--- src/dcce_defs.vh ---
// Constants shared by the daisy-chain command engine and its output FIFO.
`ifndef DCCE_DEFS_VH
`define DCCE_DEFS_VH

// Command byte codes.
`define DCCE_CMD_ASSIGN 8'h57
`define DCCE_CMD_BWRITE 8'h02
`define DCCE_CMD_BREAD 8'h03
`define DCCE_UNI_SUFFIX 3'h4

// Character kinds on the byte streams.
`define DCCE_K_DATA 2'h0
`define DCCE_K_PRE 2'h1
`define DCCE_K_STOP 2'h2

// Byte positions counted from the command byte, which is position zero.
`define DCCE_IDX_ZERO_CHK 3'h1
`define DCCE_IDX_ADDR 3'h2
`define DCCE_IDX_LSB 3'h2
`define DCCE_IDX_MSB 3'h3
`define DCCE_IDX_RPEC 3'h3
`define DCCE_IDX_WPEC 3'h4
`define DCCE_IDX_RALIVE 3'h4
`define DCCE_IDX_WALIVE 3'h5
`define DCCE_IDX_MAX 3'h7

// Packet check: CRC-8 generator polynomial and seed (plain defaults).
`define DCCE_PEC_POLY 8'h07
`define DCCE_PEC_SEED 8'h00

// Reset values.
`define DCCE_UNLOCK_RST 1'b1
`define DCCE_ADDR_RST 5'h00

// Output FIFO shape.
`define DCCE_FIFO_W 10
`define DCCE_FIFO_D 4
`define DCCE_FIFO_AW 2

`endif

--- src/dcce_fifo.v ---
// Small synchronous FIFO with a registered output stage.
`timescale 1ns/10ps
module dcce_fifo #(
  parameter W = 10,
  parameter D = 4,
  parameter AW = 2
) (
  // Clock and reset.
  input wire core_clk,
  input wire rst_n,
  // Filling side.
  input wire in_valid,
  input wire [W-1:0] in_data,
  output wire in_ready,
  // Draining side.
  output reg out_valid_r,
  output reg [W-1:0] out_data_r,
  input wire out_ready
);
  localparam [AW:0] FULL = D[AW:0];
  localparam [AW:0] ONE = {{AW{1'b0}}, 1'b1};

  reg [W-1:0] mem [0:D-1];
  reg [AW-1:0] wr_ptr_r;
  reg [AW-1:0] rd_ptr_r;
  reg [AW:0] count_r;
  wire push;
  wire pop;

  // Pop moves a word into the output register whenever it is free or being taken.
  assign in_ready = (count_r != FULL);
  assign push = in_valid && in_ready;
  assign pop = (count_r != {(AW+1){1'b0}}) && (!out_valid_r || out_ready);

  // Storage has no reset; only pointers and count define content.
  always @(posedge core_clk) begin
    if (push) begin
      mem[wr_ptr_r] <= in_data;
    end
  end

  // Pointers, occupancy and output stage.
  always @(posedge core_clk) begin
    if (!rst_n) begin
      wr_ptr_r <= {AW{1'b0}};
      rd_ptr_r <= {AW{1'b0}};
      count_r <= {(AW+1){1'b0}};
      out_valid_r <= 1'b0;
      out_data_r <= {W{1'b0}};
    end else begin
      if (push) begin
        wr_ptr_r <= wr_ptr_r + 1'b1;
      end
      if (pop) begin
        rd_ptr_r <= rd_ptr_r + 1'b1;
        out_data_r <= mem[rd_ptr_r];
        out_valid_r <= 1'b1;
      end else if (out_ready) begin
        out_valid_r <= 1'b0;
      end
      if (push && !pop) begin
        count_r <= count_r + ONE;
      end else if (pop && !push) begin
        count_r <= count_r - ONE;
      end
    end
  end
endmodule

--- src/dcce_engine.v ---
// Daisy-chain command engine: parses, acts on and forwards UART command packets.
`timescale 1ns/10ps
`include "dcce_defs.vh"
module dcce_engine (
  // Clock and reset.
  input wire core_clk,
  input wire rst_n,
  // Received character stream.
  input wire [7:0] rx_data,
  input wire [1:0] rx_kind,
  input wire rx_valid,
  input wire rx_manch_err,
  output reg rx_ready_r,
  // Forwarded character stream.
  output wire [7:0] tx_data,
  output wire [1:0] tx_kind,
  output wire tx_valid,
  input wire tx_ready,
  // Configuration.
  input wire cfg_single_uart,
  input wire cfg_down_path,
  input wire cfg_pec_bypass,
  input wire cfg_alive_en,
  input wire [4:0] top_addr,
  input wire [4:0] bottom_addr,
  // Software controls.
  input wire addr_unlock_wr,
  input wire pec_flag_clr,
  // Address state.
  output reg [4:0] dev_addr_r,
  output reg addr_unlock_bit_r,
  // Packet-check error flags.
  output reg pec_err_summary_flag_r,
  output reg pec_err_up_flag_r,
  output reg pec_err_down_flag_r,
  // Register map access.
  output reg [7:0] reg_sel_r,
  input wire reg_addr_ok,
  input wire [15:0] rd_data,
  output reg wr_strobe_r,
  output reg [15:0] wr_data_r
);
  // Packet modes, one-hot.
  localparam [4:0] M_IDLE = 5'h01;
  localparam [4:0] M_ASSIGN = 5'h02;
  localparam [4:0] M_WRITE = 5'h04;
  localparam [4:0] M_READ = 5'h08;
  localparam [4:0] M_OTHER = 5'h10;

  reg [4:0] mode_r;
  reg [2:0] idx_r;
  reg [7:0] crc_r;
  reg tgt_r;
  reg hdr_ok_r;
  reg ins_r;
  reg ins_pend_r;
  reg pass_r;
  reg [9:0] dl0_r;
  reg [9:0] dl1_r;
  reg [1:0] dcnt_r;
  reg [9:0] pq0_r;
  reg [9:0] pq1_r;
  reg [9:0] pq2_r;
  reg [1:0] pend_r;

  reg [4:0] cur_mode;
  reg cur_tgt;
  reg [2:0] pec_idx;
  reg [2:0] alive_idx;
  reg [7:0] byte_out;
  reg [1:0] ld_cnt;
  reg [9:0] ld0;
  reg [9:0] ld1;
  reg [9:0] ld2;
  reg store_dl;

  wire take;
  wire is_data;
  wire fifo_in_ready;
  wire [9:0] fifo_out;
  wire in_range;
  wire path_up;
  wire pec_ok;

  // One CRC-8 byte step, MSB first.
  function [7:0] pec_step;
    input [7:0] crc;
    input [7:0] din;
    integer i;
    reg [7:0] c;
    begin
      c = crc ^ din;
      for (i = 0; i < 8; i = i + 1) begin
        c = c[7] ? ((c << 1) ^ `DCCE_PEC_POLY) : (c << 1);
      end
      pec_step = c;
    end
  endfunction

  assign take = rx_valid && rx_ready_r;
  assign is_data = (rx_kind == `DCCE_K_DATA);
  assign pec_ok = (rx_data == crc_r);
  // Single-UART always reports as up path.
  assign path_up = cfg_single_uart || !cfg_down_path;
  // The slot this device fills lies between bottom and top of the chain.
  assign in_range = (dev_addr_r >= bottom_addr) && (dev_addr_r <= top_addr);

  // Decode the current byte and work out what to queue for the output.
  always @* begin
    cur_mode = mode_r;
    cur_tgt = tgt_r;
    if (idx_r == 3'h0) begin
      cur_tgt = 1'b1;
      if (rx_data == `DCCE_CMD_ASSIGN) begin
        cur_mode = M_ASSIGN;
      end else if (rx_data == `DCCE_CMD_BWRITE) begin
        cur_mode = M_WRITE;
      end else if (rx_data == `DCCE_CMD_BREAD) begin
        cur_mode = M_READ;
      end else if (rx_data[2:0] == `DCCE_UNI_SUFFIX) begin
        cur_mode = M_WRITE;
        cur_tgt = (rx_data[7:3] == dev_addr_r);
      end else begin
        cur_mode = M_OTHER;
      end
    end
    pec_idx = (cur_mode == M_READ) ? `DCCE_IDX_RPEC : `DCCE_IDX_WPEC;
    alive_idx = (cur_mode == M_READ) ? `DCCE_IDX_RALIVE : `DCCE_IDX_WALIVE;
    byte_out = rx_data;
    // Alive counter sits right after the PEC and only in alive mode.
    if (cfg_alive_en && cur_tgt && (idx_r == alive_idx) &&
        (cur_mode == M_WRITE || cur_mode == M_READ)) begin
      byte_out = rx_data + 8'h01;
    end
    if (cur_mode == M_ASSIGN && idx_r == `DCCE_IDX_ADDR && addr_unlock_bit_r && hdr_ok_r) begin
      // Up path and single-UART count up, down path counts down.
      if (path_up) begin
        byte_out = {3'h0, rx_data[4:0] + 5'h01};
      end else begin
        byte_out = {3'h0, rx_data[4:0] - 5'h01};
      end
    end
    ld_cnt = 2'h1;
    ld0 = {rx_kind, byte_out};
    ld1 = {`DCCE_K_DATA, 8'h00};
    ld2 = {`DCCE_K_DATA, 8'h00};
    store_dl = 1'b0;
    if (rx_kind == `DCCE_K_STOP && mode_r == M_READ && ins_r) begin
      if (!pass_r) begin
        // The two trailing fill bytes displaced by our data are dropped here.
        ld_cnt = 2'h1;
      end else if (dcnt_r == 2'h2) begin
        ld_cnt = 2'h3;
        ld0 = dl0_r;
        ld1 = dl1_r;
        ld2 = {rx_kind, rx_data};
      end else if (dcnt_r == 2'h1) begin
        ld_cnt = 2'h2;
        ld0 = dl0_r;
        ld1 = {rx_kind, rx_data};
      end
    end else if (is_data && cur_mode == M_READ && ins_r && idx_r >= `DCCE_IDX_LSB) begin
      // Everything after our inserted word runs two bytes late.
      store_dl = 1'b1;
      if (dcnt_r != 2'h2) begin
        ld_cnt = 2'h0;
      end else begin
        ld0 = dl0_r;
      end
    end
  end

  // Packet tracking, register actions and flags.
  always @(posedge core_clk) begin
    if (!rst_n) begin
      mode_r <= M_IDLE;
      idx_r <= 3'h0;
      crc_r <= `DCCE_PEC_SEED;
      tgt_r <= 1'b0;
      hdr_ok_r <= 1'b0;
      ins_r <= 1'b0;
      ins_pend_r <= 1'b0;
      pass_r <= 1'b0;
      dl0_r <= 10'h000;
      dl1_r <= 10'h000;
      dcnt_r <= 2'h0;
      dev_addr_r <= `DCCE_ADDR_RST;
      addr_unlock_bit_r <= `DCCE_UNLOCK_RST;
      pec_err_summary_flag_r <= 1'b0;
      pec_err_up_flag_r <= 1'b0;
      pec_err_down_flag_r <= 1'b0;
      reg_sel_r <= 8'h00;
      wr_strobe_r <= 1'b0;
      wr_data_r <= 16'h0000;
    end else begin
      wr_strobe_r <= 1'b0;
      // Software clear comes first so that a same-cycle error still sets.
      if (pec_flag_clr) begin
        pec_err_summary_flag_r <= 1'b0;
        pec_err_up_flag_r <= 1'b0;
        pec_err_down_flag_r <= 1'b0;
      end
      if (addr_unlock_wr) begin
        addr_unlock_bit_r <= 1'b1;
      end
      if (rx_manch_err && mode_r == M_READ) begin
        pass_r <= 1'b1;
        ins_pend_r <= 1'b0;
      end
      if (ins_pend_r && pend_r == 2'h0 && !rx_manch_err) begin
        ins_pend_r <= 1'b0;
      end
      if (take && rx_kind == `DCCE_K_PRE) begin
        mode_r <= M_IDLE;
        idx_r <= 3'h0;
        crc_r <= `DCCE_PEC_SEED;
        ins_r <= 1'b0;
        pass_r <= 1'b0;
        dcnt_r <= 2'h0;
        hdr_ok_r <= 1'b0;
      end else if (take && rx_kind == `DCCE_K_STOP) begin
        mode_r <= M_IDLE;
        ins_r <= 1'b0;
        dcnt_r <= 2'h0;
      end else if (take && is_data) begin
        mode_r <= cur_mode;
        tgt_r <= cur_tgt;
        if (idx_r != `DCCE_IDX_MAX) begin
          idx_r <= idx_r + 3'h1;
        end
        if (idx_r < pec_idx) begin
          crc_r <= pec_step(crc_r, rx_data);
        end
        if (store_dl) begin
          dl0_r <= (dcnt_r == 2'h0) ? {rx_kind, byte_out} : dl1_r;
          dl1_r <= {rx_kind, byte_out};
          if (dcnt_r == 2'h0) begin
            dl0_r <= {rx_kind, byte_out};
          end
          if (dcnt_r != 2'h2) begin
            dcnt_r <= dcnt_r + 2'h1;
          end
        end
        case (cur_mode)
          M_ASSIGN: begin
            if (idx_r == `DCCE_IDX_ZERO_CHK) begin
              hdr_ok_r <= (rx_data == 8'h00);
            end
            // A locked device passes the packet on untouched.
            if (idx_r == `DCCE_IDX_ADDR && addr_unlock_bit_r && hdr_ok_r) begin
              dev_addr_r <= rx_data[4:0];
              if (!addr_unlock_wr) begin
                addr_unlock_bit_r <= 1'b0;
              end
            end
          end
          M_WRITE: begin
            if (idx_r == 3'h1) begin
              reg_sel_r <= rx_data;
            end
            if (idx_r == `DCCE_IDX_LSB) begin
              wr_data_r[7:0] <= rx_data;
            end
            if (idx_r == `DCCE_IDX_MSB) begin
              wr_data_r[15:8] <= rx_data;
            end
            if (cur_tgt && !cfg_pec_bypass && idx_r == `DCCE_IDX_WPEC) begin
              if (pec_ok) begin
                wr_strobe_r <= reg_addr_ok;
              end else begin
                pec_err_summary_flag_r <= 1'b1;
                pec_err_up_flag_r <= pec_err_up_flag_r | path_up;
                pec_err_down_flag_r <= pec_err_down_flag_r | !path_up;
              end
            end
            // Bypassed checking commits on the last byte of the packet.
            if (cur_tgt && cfg_pec_bypass &&
                idx_r == (cfg_alive_en ? `DCCE_IDX_WALIVE : `DCCE_IDX_WPEC)) begin
              wr_strobe_r <= reg_addr_ok;
            end
          end
          M_READ: begin
            if (idx_r == 3'h1) begin
              reg_sel_r <= rx_data;
              if (in_range && !pass_r && !rx_manch_err) begin
                ins_r <= 1'b1;
                ins_pend_r <= 1'b1;
              end
            end
            if (!cfg_pec_bypass && idx_r == `DCCE_IDX_RPEC && !pec_ok) begin
              pec_err_summary_flag_r <= 1'b1;
              pec_err_up_flag_r <= pec_err_up_flag_r | path_up;
              pec_err_down_flag_r <= pec_err_down_flag_r | !path_up;
            end
          end
          M_OTHER: begin
          end
          default: begin
          end
        endcase
      end
    end
  end

  // Output queue feeding the FIFO; the receiver is held off while it drains.
  always @(posedge core_clk) begin
    if (!rst_n) begin
      pq0_r <= 10'h000;
      pq1_r <= 10'h000;
      pq2_r <= 10'h000;
      pend_r <= 2'h0;
      rx_ready_r <= 1'b0;
    end else begin
      rx_ready_r <= !take && (pend_r == 2'h0) && !ins_pend_r;
      if (take) begin
        // Forward all but displaced read fill bytes; write packets leave as they came, except a targeted alive byte is incremented when cfg_alive_en is set.
        pq0_r <= ld0;
        pq1_r <= ld1;
        pq2_r <= ld2;
        pend_r <= ld_cnt;
      end else if (ins_pend_r && pend_r == 2'h0 && !rx_manch_err) begin
        pq0_r <= {`DCCE_K_DATA, rd_data[7:0]};
        pq1_r <= {`DCCE_K_DATA, rd_data[15:8]};
        pend_r <= 2'h2;
      end else if (pend_r != 2'h0 && fifo_in_ready) begin
        pq0_r <= pq1_r;
        pq1_r <= pq2_r;
        pend_r <= pend_r - 2'h1;
      end
    end
  end

  // Output buffer; a stalled transmitter backs up into rx_ready.
  dcce_fifo #(
    .W(`DCCE_FIFO_W),
    .D(`DCCE_FIFO_D),
    .AW(`DCCE_FIFO_AW)
  ) u_fifo (
    .core_clk(core_clk),
    .rst_n(rst_n),
    .in_valid(pend_r != 2'h0),
    .in_data(pq0_r),
    .in_ready(fifo_in_ready),
    .out_valid_r(tx_valid),
    .out_data_r(fifo_out),
    .out_ready(tx_ready)
  );

  assign tx_data = fifo_out[7:0];
  assign tx_kind = fifo_out[9:8];
endmodule

--- config.mk ---
export PLATFORM = sky130hd
export DESIGN_NAME = dcce_engine
export DESIGN_NICKNAME = d
export VERILOG_FILES = /design/src/dcce_fifo.v /design/src/dcce_engine.v
export VERILOG_INCLUDE_DIRS = /design/src
export SDC_FILE = /design/constraint.sdc
export NUM_CORES = 1
export LEC_CHECK = 0
export ABC_AREA = 0
export ABC_CLOCK_PERIOD_IN_PS = 11600
export BUFFER_PORTS_ARGS = -buffer_cell sky130_fd_sc_hd__buf_2
export CAP_MARGIN = 20
export CORE_UTILIZATION = 55
export DETAILED_ROUTE_END_ITERATION = 10
export GPL_ROUTABILITY_DRIVEN = 0
export PLACE_DENSITY_LB_ADDON = 0.2
export SYNTH_ARGS = -nofsm -noshare
export SYNTH_HDL_FRONTEND = slang
export SYNTH_SLANG_ARGS = --single-unit
--- constraint.sdc ---
create_clock -name core_clk -period 11.6 [get_ports core_clk]
set_input_delay 1.16 -clock core_clk [delete_from_list [all_inputs] [get_ports core_clk]]
set_output_delay 1.16 -clock core_clk [all_outputs]
set_load 0.005 [all_outputs]
==> results by group, run 1 <==
Logic synthesis
  – Area share of the largest cell type after synthesis: 30.8%
  – Most numerous cell in the Yosys netlist: sky130_fd_sc_hd__dfxtp_1
  – Cells after Synth: 870
  – Post-Syn Area: 8330 um2
  – Most instantiated flip-flop cell in the synthesis netlist: sky130_fd_sc_hd__dfxtp_1
  – Count of cell types in the netlist: 67
  – Mean area per synthesized cell: 9.58 um2
  – Leading cell types by count after synthesis: 128 x sky130_fd_sc_hd__dfxtp_1, 104 x sky130_fd_sc_hd__nand2_1, 90 x sky130_fd_sc_hd__nor2_1
  – Post-synthesis async set-or-reset flop share: 0%
  – Top cell type by total area after synthesis: sky130_fd_sc_hd__dfxtp_1
  – Synthesis-stage register bit count: 168
  – Net count after synthesis: 958
  – Number of warnings printed during yosys synthesis: 0
  – Number of synthesized flops with an enable pin: 40
  – Fraction of the yosys area taken by sequential cells: 45.2%
  – Synth area leaders: sky130_fd_sc_hd__dfxtp_1 31%, sky130_fd_sc_hd__edfxtp_1 14%, sky130_fd_sc_hd__ha_1 5.7%, sky130_fd_sc_hd__mux2i_1 4.8%, sky130_fd_sc_hd__nand2_1 4.7%

Setup path
  – Depth of the worst register-to-register path: 15
  – CP max stage delay: 0.51 ns
  – Endpoint of the worst-slack reg-to-reg timing path: dl0_r[3]$_SDFFE_PN0P_
  – Worst Path Max Fanout: 9
  – Worst setup slack for register-to-register paths: 7.26 ns
  – Type of element launching the critical path: input pin
  – R2R Path Start: idx_r[1]$_SDFFE_PP0P_
  – Crit path max-delay family: simple AND/OR/NAND/NOR gates
  – Arrival time at the worst endpoint: 4.82 ns
  – Endpoint kind of the worst setup timing path: flip-flop
  – CP Class: in -> reg
  – Number of buffers and inverters on the critical path: 3
  – CP max-delay cell: sky130_fd_sc_hd__or4_4
  – Ordered list of cells on the worst path: buf_2 > inv_1 > ha_1 > nor4bb_1 > nand4_1 > nand2_1 > nand3_2 > inv_1 > ha_1 > nand4b_1 > nor2_1 > nand2_4 > or4_4 > a31oi_2 > mux2i_1 > a211oi_2
  – Worst EP required: 11.96 ns

Cells and area
  – Net count, final: 1,030
  – Number of antenna repair diodes: 0
  – Area overhead of the layout relative to synthesis: 14.6%
  – Fraction of layout cells with a size suffix above 1: 18.1%

Timing
  – Post-route setup TNS: 0 ns
  – RSZ-0062 raised after global routing: no
  – Minimum clock period after layout: 4.47 ns
  – Number of max-slew violations in the final report: 0
  – Tightest hold margin: 0.450 ns
  – Number of hold violations in the final report: 0
  – Post-route clock skew: 0.0108 ns
  – Relative slew slack: 37.1%
  – Setup violation total in the final timing report: 0
  – Setup slack of the critical path after layout: 7.13 ns
  – Actual slew at the worst max-slew pin: 0.941 ns
  – Final worst-path cycle share: 38.5%
  – Fmax achieved: 224 MHz

Placement
  – I/O Buffers: 93
  – Post-DP HPWL: 14.1 mm
  – Worst slack at placement: 6.73 ns

Global route
  – First-pass GRT wire length: 33.6 mm
  – Pin count of the biggest net entering global routing: 56
  – All-layer global routing usage: 27.3%
  – Overall overflow remaining after global route: 0
  – Antenna violations before repair: 0
  – Number of global-route vias before repair: 6,432

Clock tree
  – TritonCTS clock tree: yes
  – TritonCTS Buffers: 17
  – Setup repair bufs after CTS: 0
  – Number of buffers inserted for hold repair after clock tree synthesis: 0
  – Later-pin clock latency in the skew report: 0.44 ns
  – Clock Sink Count: 168
  – Maximum number of buffers from clock root to sink: 2
  – Total number of H-tree levels: 4
  – Reg clk slew, reported paths: 0.07 ns
  – # resized after CTS: 0
  – CTS Root Cell: sky130_fd_sc_hd__clkbuf_16

Drt
  – Initial drt markers: 551
  – DRC errors left: 16
  – Total Wirelength: 20.5 mm
  – DRT antenna net count: 0
  – Routed vias: 6,692
  – Average routed wire per standard cell: 18.0 um
  – Initial DRT Pass Iterations: 8
  – Routed via count divided by cell count: 5.88

Run status
  – Violated checks: design-rule violations
  – Run status: complete, but fails checks

Floorplan
  – DIE HEIGHT: 125 um
  – Standard cell core area: 14,600 um2
  – Top-level I/O count: 94
  – Row count: 44
  – DIE WIDTH: 125 um
  – DIE AREA: 15,600 um2
  – Starting density of the core: 56.9%

Hold path
  – Hold/Removal Path Class: reg -> reg
  – Instance count along the most critical hold path: 2
  – Endpoint, Worst Hold: u_fifo.out_data_r[9]$_SDFFE_PN0P_
  – Critical hold path startpoint: u_fifo.out_data_r[9]$_SDFFE_PN0P_

Pwr
  – Areal power density over the cells: 191 nW/um2
  – Leak: 3.82 nW
  – Max rail drop VDD: 0.000125 V

Run
  – Max-cap viol count: 0
[sequential cells by signal, indices dropped and copies added (netlist names), 8 cells and up]
name	count
wr_data_r	16
pq1_r	10
dl1_r	10
dl0_r	10
crc_r	8
pq0_r	10
pq2_r	10
reg_sel_r	8
u_fifo.mem	40
u_fifo.out_data_r	10
[per-stage QoR]
step	cells	utilization, %	instance area [um2]	total power [mW]
detailed placement	1106	60.5	8870	1.21
finish	1139	65.2	9550	1.82
global route	1139	65.2	9550	1.92
CTS	1138	65.1	9530	1.83
floorplan	870	-	8330	1.07
global placement	1106	60.5	8870	1.19
[cells in the final DEF (no fill, tap or decap), types with 31 or more instances in the layout]
master	instances
sky130_fd_sc_hd__buf_2	93
sky130_fd_sc_hd__nor2_1	90
sky130_fd_sc_hd__dfxtp_1	128
sky130_fd_sc_hd__xnor2_1	31
sky130_fd_sc_hd__mux2i_1	40
sky130_fd_sc_hd__nand2_1	104
sky130_fd_sc_hd__edfxtp_1	40
sky130_fd_sc_hd__o21ai_0	48
sky130_fd_sc_hd__a21oi_1	70
sky130_fd_sc_hd__ha_1	38
[metal layers]
metal  up-vias  global-route usage, %  wire length [um]
li1       3219                      -                 -
met1      3214                   37.0              9350
met2       235                   44.1              9510
met3        24                   5.26              1370
met4         0                   8.90               268
met5         -                      0                 0
[cell type report]
cell class | count | area, um2
clock inverter | 11 | 173
inverter | 31 | 116
fill | 1212 | 5100
multi-input combinational | 622 | 4230
sequential | 168 | 3760
timing repair buffer | 102 | 541
clock buffer | 21 | 493
tap | 184 | 230
[worst reg2reg max path: stages, from the launching register on]
cell and delay [ns]:
sky130_fd_sc_hd__dfxtp_1 0.50, sky130_fd_sc_hd__inv_1 0.13, sky130_fd_sc_hd__ha_1 0.26, sky130_fd_sc_hd__nor2b_2 0.24
sky130_fd_sc_hd__or4_4 0.49, sky130_fd_sc_hd__a32oi_4 0.32, sky130_fd_sc_hd__nand3_2 0.27, sky130_fd_sc_hd__inv_1 0.14
sky130_fd_sc_hd__ha_1 0.23, sky130_fd_sc_hd__nand4b_1 0.17, sky130_fd_sc_hd__nor2_1 0.33, sky130_fd_sc_hd__nand2_4 0.13
sky130_fd_sc_hd__or4_4 0.51, sky130_fd_sc_hd__a31oi_2 0.22, sky130_fd_sc_hd__mux2i_1 0.11, sky130_fd_sc_hd__a211oi_2 0.22
[power by group]
part | leakage (nW) | internal [mW] | switching, mW
registers | 1.41 | 0.711 | 0.0651
logic | 2.08 | 0.176 | 0.243
clock network | 0.326 | 0.378 | 0.252
total | 3.82 | 1.26 | 0.560
[logic make-up after synthesis]
group | share of synthesized area, %
flops | 45.2
mux | 8.59
xor+xnor | 4.82
compound gates | 14.3
simple gates | 16.9
fa+ha+maj | 6.19
buf+inv | 4.04
[how the worst max path moves through the flow]
stage	start	endpoint	slack (ns)	cells past startpoint
after floorplan	rx_data[0]	dl0_r[3]$_SDFFE_PN0P_	7.04	16
after global placement	rx_data[0]	dl0_r[3]$_SDFFE_PN0P_	6.83	16
after detailed placement	rx_data[0]	dl0_r[3]$_SDFFE_PN0P_	6.73	16
after CTS	rx_data[0]	dl0_r[3]$_SDFFE_PN0P_	7.16	16
after global routing	rx_data[0]	pq0_r[6]$_SDFFE_PN0P_	6.79	16
final	rx_data[0]	dl0_r[3]$_SDFFE_PN0P_	7.13	16
Power figures use the tool's default switching activity.
==> inputs of run 2 (changes only) <==
--- a/config.mk
+++ b/config.mk
@@ -6,11 +6,11 @@
 export SDC_FILE = /design/constraint.sdc
 export NUM_CORES = 1
 export LEC_CHECK = 0
-export ABC_AREA = 0
-export ABC_CLOCK_PERIOD_IN_PS = 11600
+export ABC_AREA = 1
+export ABC_CLOCK_PERIOD_IN_PS = 3600
 export BUFFER_PORTS_ARGS = -buffer_cell sky130_fd_sc_hd__buf_2
 export CAP_MARGIN = 20
-export CORE_UTILIZATION = 55
+export CORE_UTILIZATION = 54
 export DETAILED_ROUTE_END_ITERATION = 10
 export GPL_ROUTABILITY_DRIVEN = 0
 export PLACE_DENSITY_LB_ADDON = 0.2
==> constraint.sdc (replaced) <==
create_clock -name core_clk -period 3.6 [get_ports core_clk]
set_input_delay 0.36 -clock core_clk [delete_from_list [all_inputs] [get_ports core_clk]]
set_output_delay 0.36 -clock core_clk [all_outputs]
set_load 0.005 [all_outputs]
==> run 2 against run 1 <==
Effect of this change: the run now ends clean; worst setup slack worse by 6.8 ns; die area rose by 6.9%; area after synthesis grew 5.1%; total power rose to 3.2 times the previous value; routed wire length rose by 14%; clock-buffer cell count shrank 4; design area grew 5.4%; hold slack worse by 0.33 ns; via count is 20% higher; largest cell class unchanged.
==> results by group, run 2 <==
Run status
  – Run status: completed

Clock tree
  – CTS Root Cell: sky130_fd_sc_hd__clkbuf_16
  – TritonCTS Buffers: 17 (unchanged)
  – Maximum number of buffers from clock root to sink: 2 (unchanged)
  – Setup repair bufs after CTS: 0 (unchanged)
  – TritonCTS clock tree: yes
  – # resized after CTS: 0 (unchanged)
  – Total number of H-tree levels: 4 (unchanged)
  – Number of buffers inserted for hold repair after clock tree synthesis: 0 (unchanged)
  – Reg clk slew, reported paths: 0.07 ns (about the same)
  – Later-pin clock latency in the skew report: 0.44 ns (about the same)
  – Clock Sink Count: 168 (unchanged)

Logic synthesis
  – Net count after synthesis: 1,238 (+29%)
  – Most instantiated flip-flop cell in the synthesis netlist: sky130_fd_sc_hd__dfxtp_1
  – Post-synthesis async set-or-reset flop share: 0% (unchanged)
  – Mean area per synthesized cell: 7.61 um2 (-20%)
  – Synth area leaders: sky130_fd_sc_hd__dfxtp_1 29%, sky130_fd_sc_hd__edfxtp_1 14%, sky130_fd_sc_hd__nand2_1 8.7%, sky130_fd_sc_hd__o21ai_0 6.7%, sky130_fd_sc_hd__a21oi_1 6.2%
  – Synthesis-stage register bit count: 168 (unchanged)
  – Most numerous cell in the Yosys netlist: sky130_fd_sc_hd__nand2_1
  – Cells after Synth: 1,150 (+32%)
  – Number of synthesized flops with an enable pin: 40 (unchanged)
  – Fraction of the yosys area taken by sequential cells: 43.0% (-2.2 points)
  – Leading cell types by count after synthesis: 202 x sky130_fd_sc_hd__nand2_1, 128 x sky130_fd_sc_hd__dfxtp_1, 128 x sky130_fd_sc_hd__nor2_1
  – Area share of the largest cell type after synthesis: 29.3% (-1.5 points)
  – Top cell type by total area after synthesis: sky130_fd_sc_hd__dfxtp_1
  – Number of warnings printed during yosys synthesis: 0 (unchanged)
  – Count of cell types in the netlist: 50 (-25%)
  – Post-Syn Area: 8760 um2 (+5.1%)

Floorplan
  – Standard cell core area: 15,800 um2 (+8.1%)
  – DIE HEIGHT: 129 um (+3.4%)
  – DIE WIDTH: 129 um (+3.4%)
  – Row count: 46 (+4.5%)
  – Top-level I/O count: 94 (unchanged)
  – Starting density of the core: 55.3% (-1.6 points)
  – DIE AREA: 16,700 um2 (+6.9%)

Cells and area
  – Fin area: 10,100 um2 (+5.4%)
  – Leading registers by flop count: u_fifo.mem (40), wr_data_r (16)
  – Net count, final: 1,323 (+28%)
  – Final-layout fill cell count: 1,441 (+19%)
  – Most frequent cells in the layout: 202 x sky130_fd_sc_hd__nand2_1, 128 x sky130_fd_sc_hd__dfxtp_1, 127 x sky130_fd_sc_hd__nor2_1, 118 x sky130_fd_sc_hd__o21ai_0, 112 x sky130_fd_sc_hd__inv_1
  – Area overhead of the layout relative to synthesis: 14.9%
  – Top register by number of flip-flops: u_fifo.mem
  – Most common cell after layout, fill and taps aside: sky130_fd_sc_hd__nand2_1
  – Number of antenna repair diodes: 0 (unchanged)
  – Flip-flop count of the largest register after layout: 40 (unchanged)
  – Fraction of layout cells with a size suffix above 1: 15.0% (-3.1 points)

Pwr
  – Share of total power in sequential cells: 42.9% (+0.4 points)
  – Power, Total: 5.81 mW (+220%)
  – Internal Pwr Total: 3.81 mW (+200%)
  – Max rail drop VDD: 0.000374 V (+200%)
  – Power share of the combinational group: 24.9% (+2.0 points)
  – Clock power frac: 32.2% (-2.3 points)
  – Leak: 4.36 nW (+14%)
  – Fraction of power spent switching nets: 34.4% (+3.7 points)
  – Areal power density over the cells: 578 nW/um2 (+200%)
  – Net load switching power: 2.00 mW (+260%)

Drt
  – DRT antenna net count: 0 (unchanged)
  – Total Wirelength: 23.4 mm (+14%)
  – DRC errors left: 0 (-16)
  – Initial DRT Pass Iterations: 5 (-3)
  – Routed via count divided by cell count: 5.48 (-6.7%)
  – Initial drt markers: 670 (+22%)
  – Routed vias: 8,027 (+20%)
  – Average routed wire per standard cell: 16.0 um (-11%)

Timing
  – Setup violation total in the final timing report: 0 (unchanged)
  – RSZ-0062 raised after global routing: no
  – Minimum clock period after layout: 3.27 ns
  – Fmax achieved: 306 MHz
  – Relative slew slack: 50.0% (+13 points)
  – Post-route clock skew: 0.0114 ns (+0.000577 ns)
  – Number of max-slew violations in the final report: 0 (unchanged)
  – Final worst-path cycle share: 90.9%
  – Post-route setup TNS: 0 ns (unchanged)
  – Number of hold violations in the final report: 0 (unchanged)
  – Actual slew at the worst max-slew pin: 0.747 ns (-0.194 ns)

Setup path
  – Worst EP required: 3.97 ns (-7.99 ns)
  – Endpoint of the worst-slack reg-to-reg timing path: pq0_r[6]$_SDFFE_PN0P_
  – Worst Path Max Fanout: 9 (unchanged)
  – Arrival time at the worst endpoint: 3.64 ns (-1.18 ns)
  – Origin of the worst setup path: idx_r[1]$_SDFFE_PP0P_
  – Crit path max-delay family: simple AND/OR/NAND/NOR gates
  – Type of element launching the critical path: flip-flop
  – R2R Path Start: idx_r[1]$_SDFFE_PP0P_
  – Ordered list of cells on the worst path: inv_1 > ha_1 > inv_1 > nor2_4 > nand2_1 > nor2_2 > a21oi_4 > nand3_4 > clkinv_2 > ha_1 > nor3_1 > buf_4 > nand2_2 > nand2_1 > nand3_1 > nand2_1 > nand2_1 > nand3_1 > nand3_1 > a21oi_1
  – Depth of the worst register-to-register path: 20 (+5)
  – Worst setup slack for register-to-register paths: 0.33 ns (-6.93 ns)
  – CP max-delay cell: sky130_fd_sc_hd__dfxtp_1
  – Endpoint kind of the worst setup timing path: flip-flop
  – Library cell appearing most often on the critical path: sky130_fd_sc_hd__nand2_1
  – CP Class: reg -> reg
  – CP max stage delay: 0.35 ns (-0.16 ns)
  – Capturing instance or port of the critical path: pq0_r[6]$_SDFFE_PN0P_
  – Number of buffers and inverters on the critical path: 4 (+1)
  – Cell count along the critical path: 20 (+4)

Global route
  – Overall overflow remaining after global route: 0 (unchanged)
  – Antenna violations before repair: 0 (unchanged)
  – First-pass GRT wire length: 38.0 mm (+13%)
  – Number of global-route vias before repair: 7,462 (+16%)
  – Pin count of the biggest net entering global routing: 56 (unchanged)
  – All-layer global routing usage: 29.5% (+2.2 points)

Placement
  – Post-DP HPWL: 16.5 mm (+17%)
  – I/O Buffers: 93 (unchanged)
  – Standard cell area after detailed placement: 9450 um2 (+6.6%)

Hold path
  – Hold/Removal Path Class: in -> reg

Run
  – Max-cap viol count: 0 (unchanged)
run 2: cell count changes after synthesis, moves of 10 or more:
cell / previous run / this run
sky130_fd_sc_hd__mux2i_1: 40 / 1
sky130_fd_sc_hd__a21oi_1: 70 / 109
sky130_fd_sc_hd__nand2_1: 104 / 202
sky130_fd_sc_hd__nand3_1: 10 / 78
sky130_fd_sc_hd__inv_1: 30 / 112
sky130_fd_sc_hd__o21ai_0: 48 / 118
sky130_fd_sc_hd__xnor2_1: 31 / 18
sky130_fd_sc_hd__nand2b_1: 15 / 0
sky130_fd_sc_hd__nor2_1: 90 / 128
sky130_fd_sc_hd__mux4_2: 10 / 0
run 2: cell type report:
type	instances	area, um2	area share [%]
Inverter	124	469	4.66
Clock inverter	15	178	1.77
Tap cell	216	270	2.69
Multi-Input combinational cell	804	4280	42.6
Timing Repair Buffer	120	668	6.64
Sequential cell	168	3760	37.4
Clock buffer	17	425	4.23
run 2: how the worst min path moves through the flow:
stage	start	endpoint	slack (ns)	depth (start not counted)
floorplan	ins_pend_r$_SDFF_PN0_	rx_ready_r$_SDFF_PN0_	0.41	1
global placement	pq2_r[8]$_SDFFE_PN0P_	pq2_r[8]$_SDFFE_PN0P_	0.42	2
detailed placement	pq2_r[8]$_SDFFE_PN0P_	pq2_r[8]$_SDFFE_PN0P_	0.43	2
finish	addr_unlock_wr	addr_unlock_bit_r$_SDFF_PN1_	0.12	3
CTS	addr_unlock_wr	addr_unlock_bit_r$_SDFF_PN1_	0.11	3
global route	addr_unlock_wr	addr_unlock_bit_r$_SDFF_PN1_	0.15	3
run 2: cells by family (layout without fill, tap and decap cells):
group	after synthesis	count (layout)	share of synthesized area, %
XOR/XNOR	33	33	3.30
multiplexers	1	1	0.114
buffers and inverters	178	276	8.12
AND/OR/NAND/NOR	452	452	22.3
adder cells (fa/ha/maj)	40	40	5.89
flip-flops	168	168	43.0
AO/OA/AOI/OAI	278	278	17.3
run 2: per-stage QoR:
stage / hold WS (ns) / setup WS [ns] / util, % / cells
finish: 0.120 / 0.328 / 63.5 / 1464
global route: 0.147 / 0.0191 / 63.5 / 1464
CTS: 0.110 / 0.276 / 63.5 / 1464
detailed placement: 0.428 / 0.184 / 59.7 / 1432
global placement: 0.424 / 0.293 / 59.7 / 1432
floorplan: 0.413 / 0.233 / - / 1150
run 2: metal layers:
metal  share of wire [%]  vias up  track usage (%)
met5                   0        -                0
met4                 2.6        0             11.2
met3                 7.1       49             7.18
met2                  46      277             49.2
met1                  44     3708             36.8
li1                    -     3993                -
run 2: power by group through the flow:
stage | Sequential, mW | Combinational, mW | Clock [mW]
floorplan | 2.48 | 1.03 | 0
global placement | 2.52 | 1.40 | 0
detailed placement | 2.53 | 1.44 | 0
CTS | 2.49 | 1.45 | 1.89
global route | 2.53 | 1.66 | 1.96
finish | 2.49 | 1.45 | 1.87
run 2: worst reg2reg max path: stages (launching register included):
cell and delay, ns:
sky130_fd_sc_hd__dfxtp_1 0.35, sky130_fd_sc_hd__inv_1 0.18, sky130_fd_sc_hd__ha_1 0.20, sky130_fd_sc_hd__inv_1 0.08, sky130_fd_sc_hd__nor2_4 0.21, sky130_fd_sc_hd__nand2_1 0.10
sky130_fd_sc_hd__nor2_2 0.19, sky130_fd_sc_hd__a21oi_4 0.10, sky130_fd_sc_hd__nand3_4 0.13, sky130_fd_sc_hd__clkinv_2 0.13, sky130_fd_sc_hd__ha_1 0.29, sky130_fd_sc_hd__nor3_1 0.22
sky130_fd_sc_hd__buf_4 0.20, sky130_fd_sc_hd__nand2_2 0.13, sky130_fd_sc_hd__nand2_1 0.09, sky130_fd_sc_hd__nand3_1 0.18, sky130_fd_sc_hd__nand2_1 0.11, sky130_fd_sc_hd__nand2_1 0.05
sky130_fd_sc_hd__nand3_1 0.08, sky130_fd_sc_hd__nand3_1 0.07, sky130_fd_sc_hd__a21oi_1 0.13
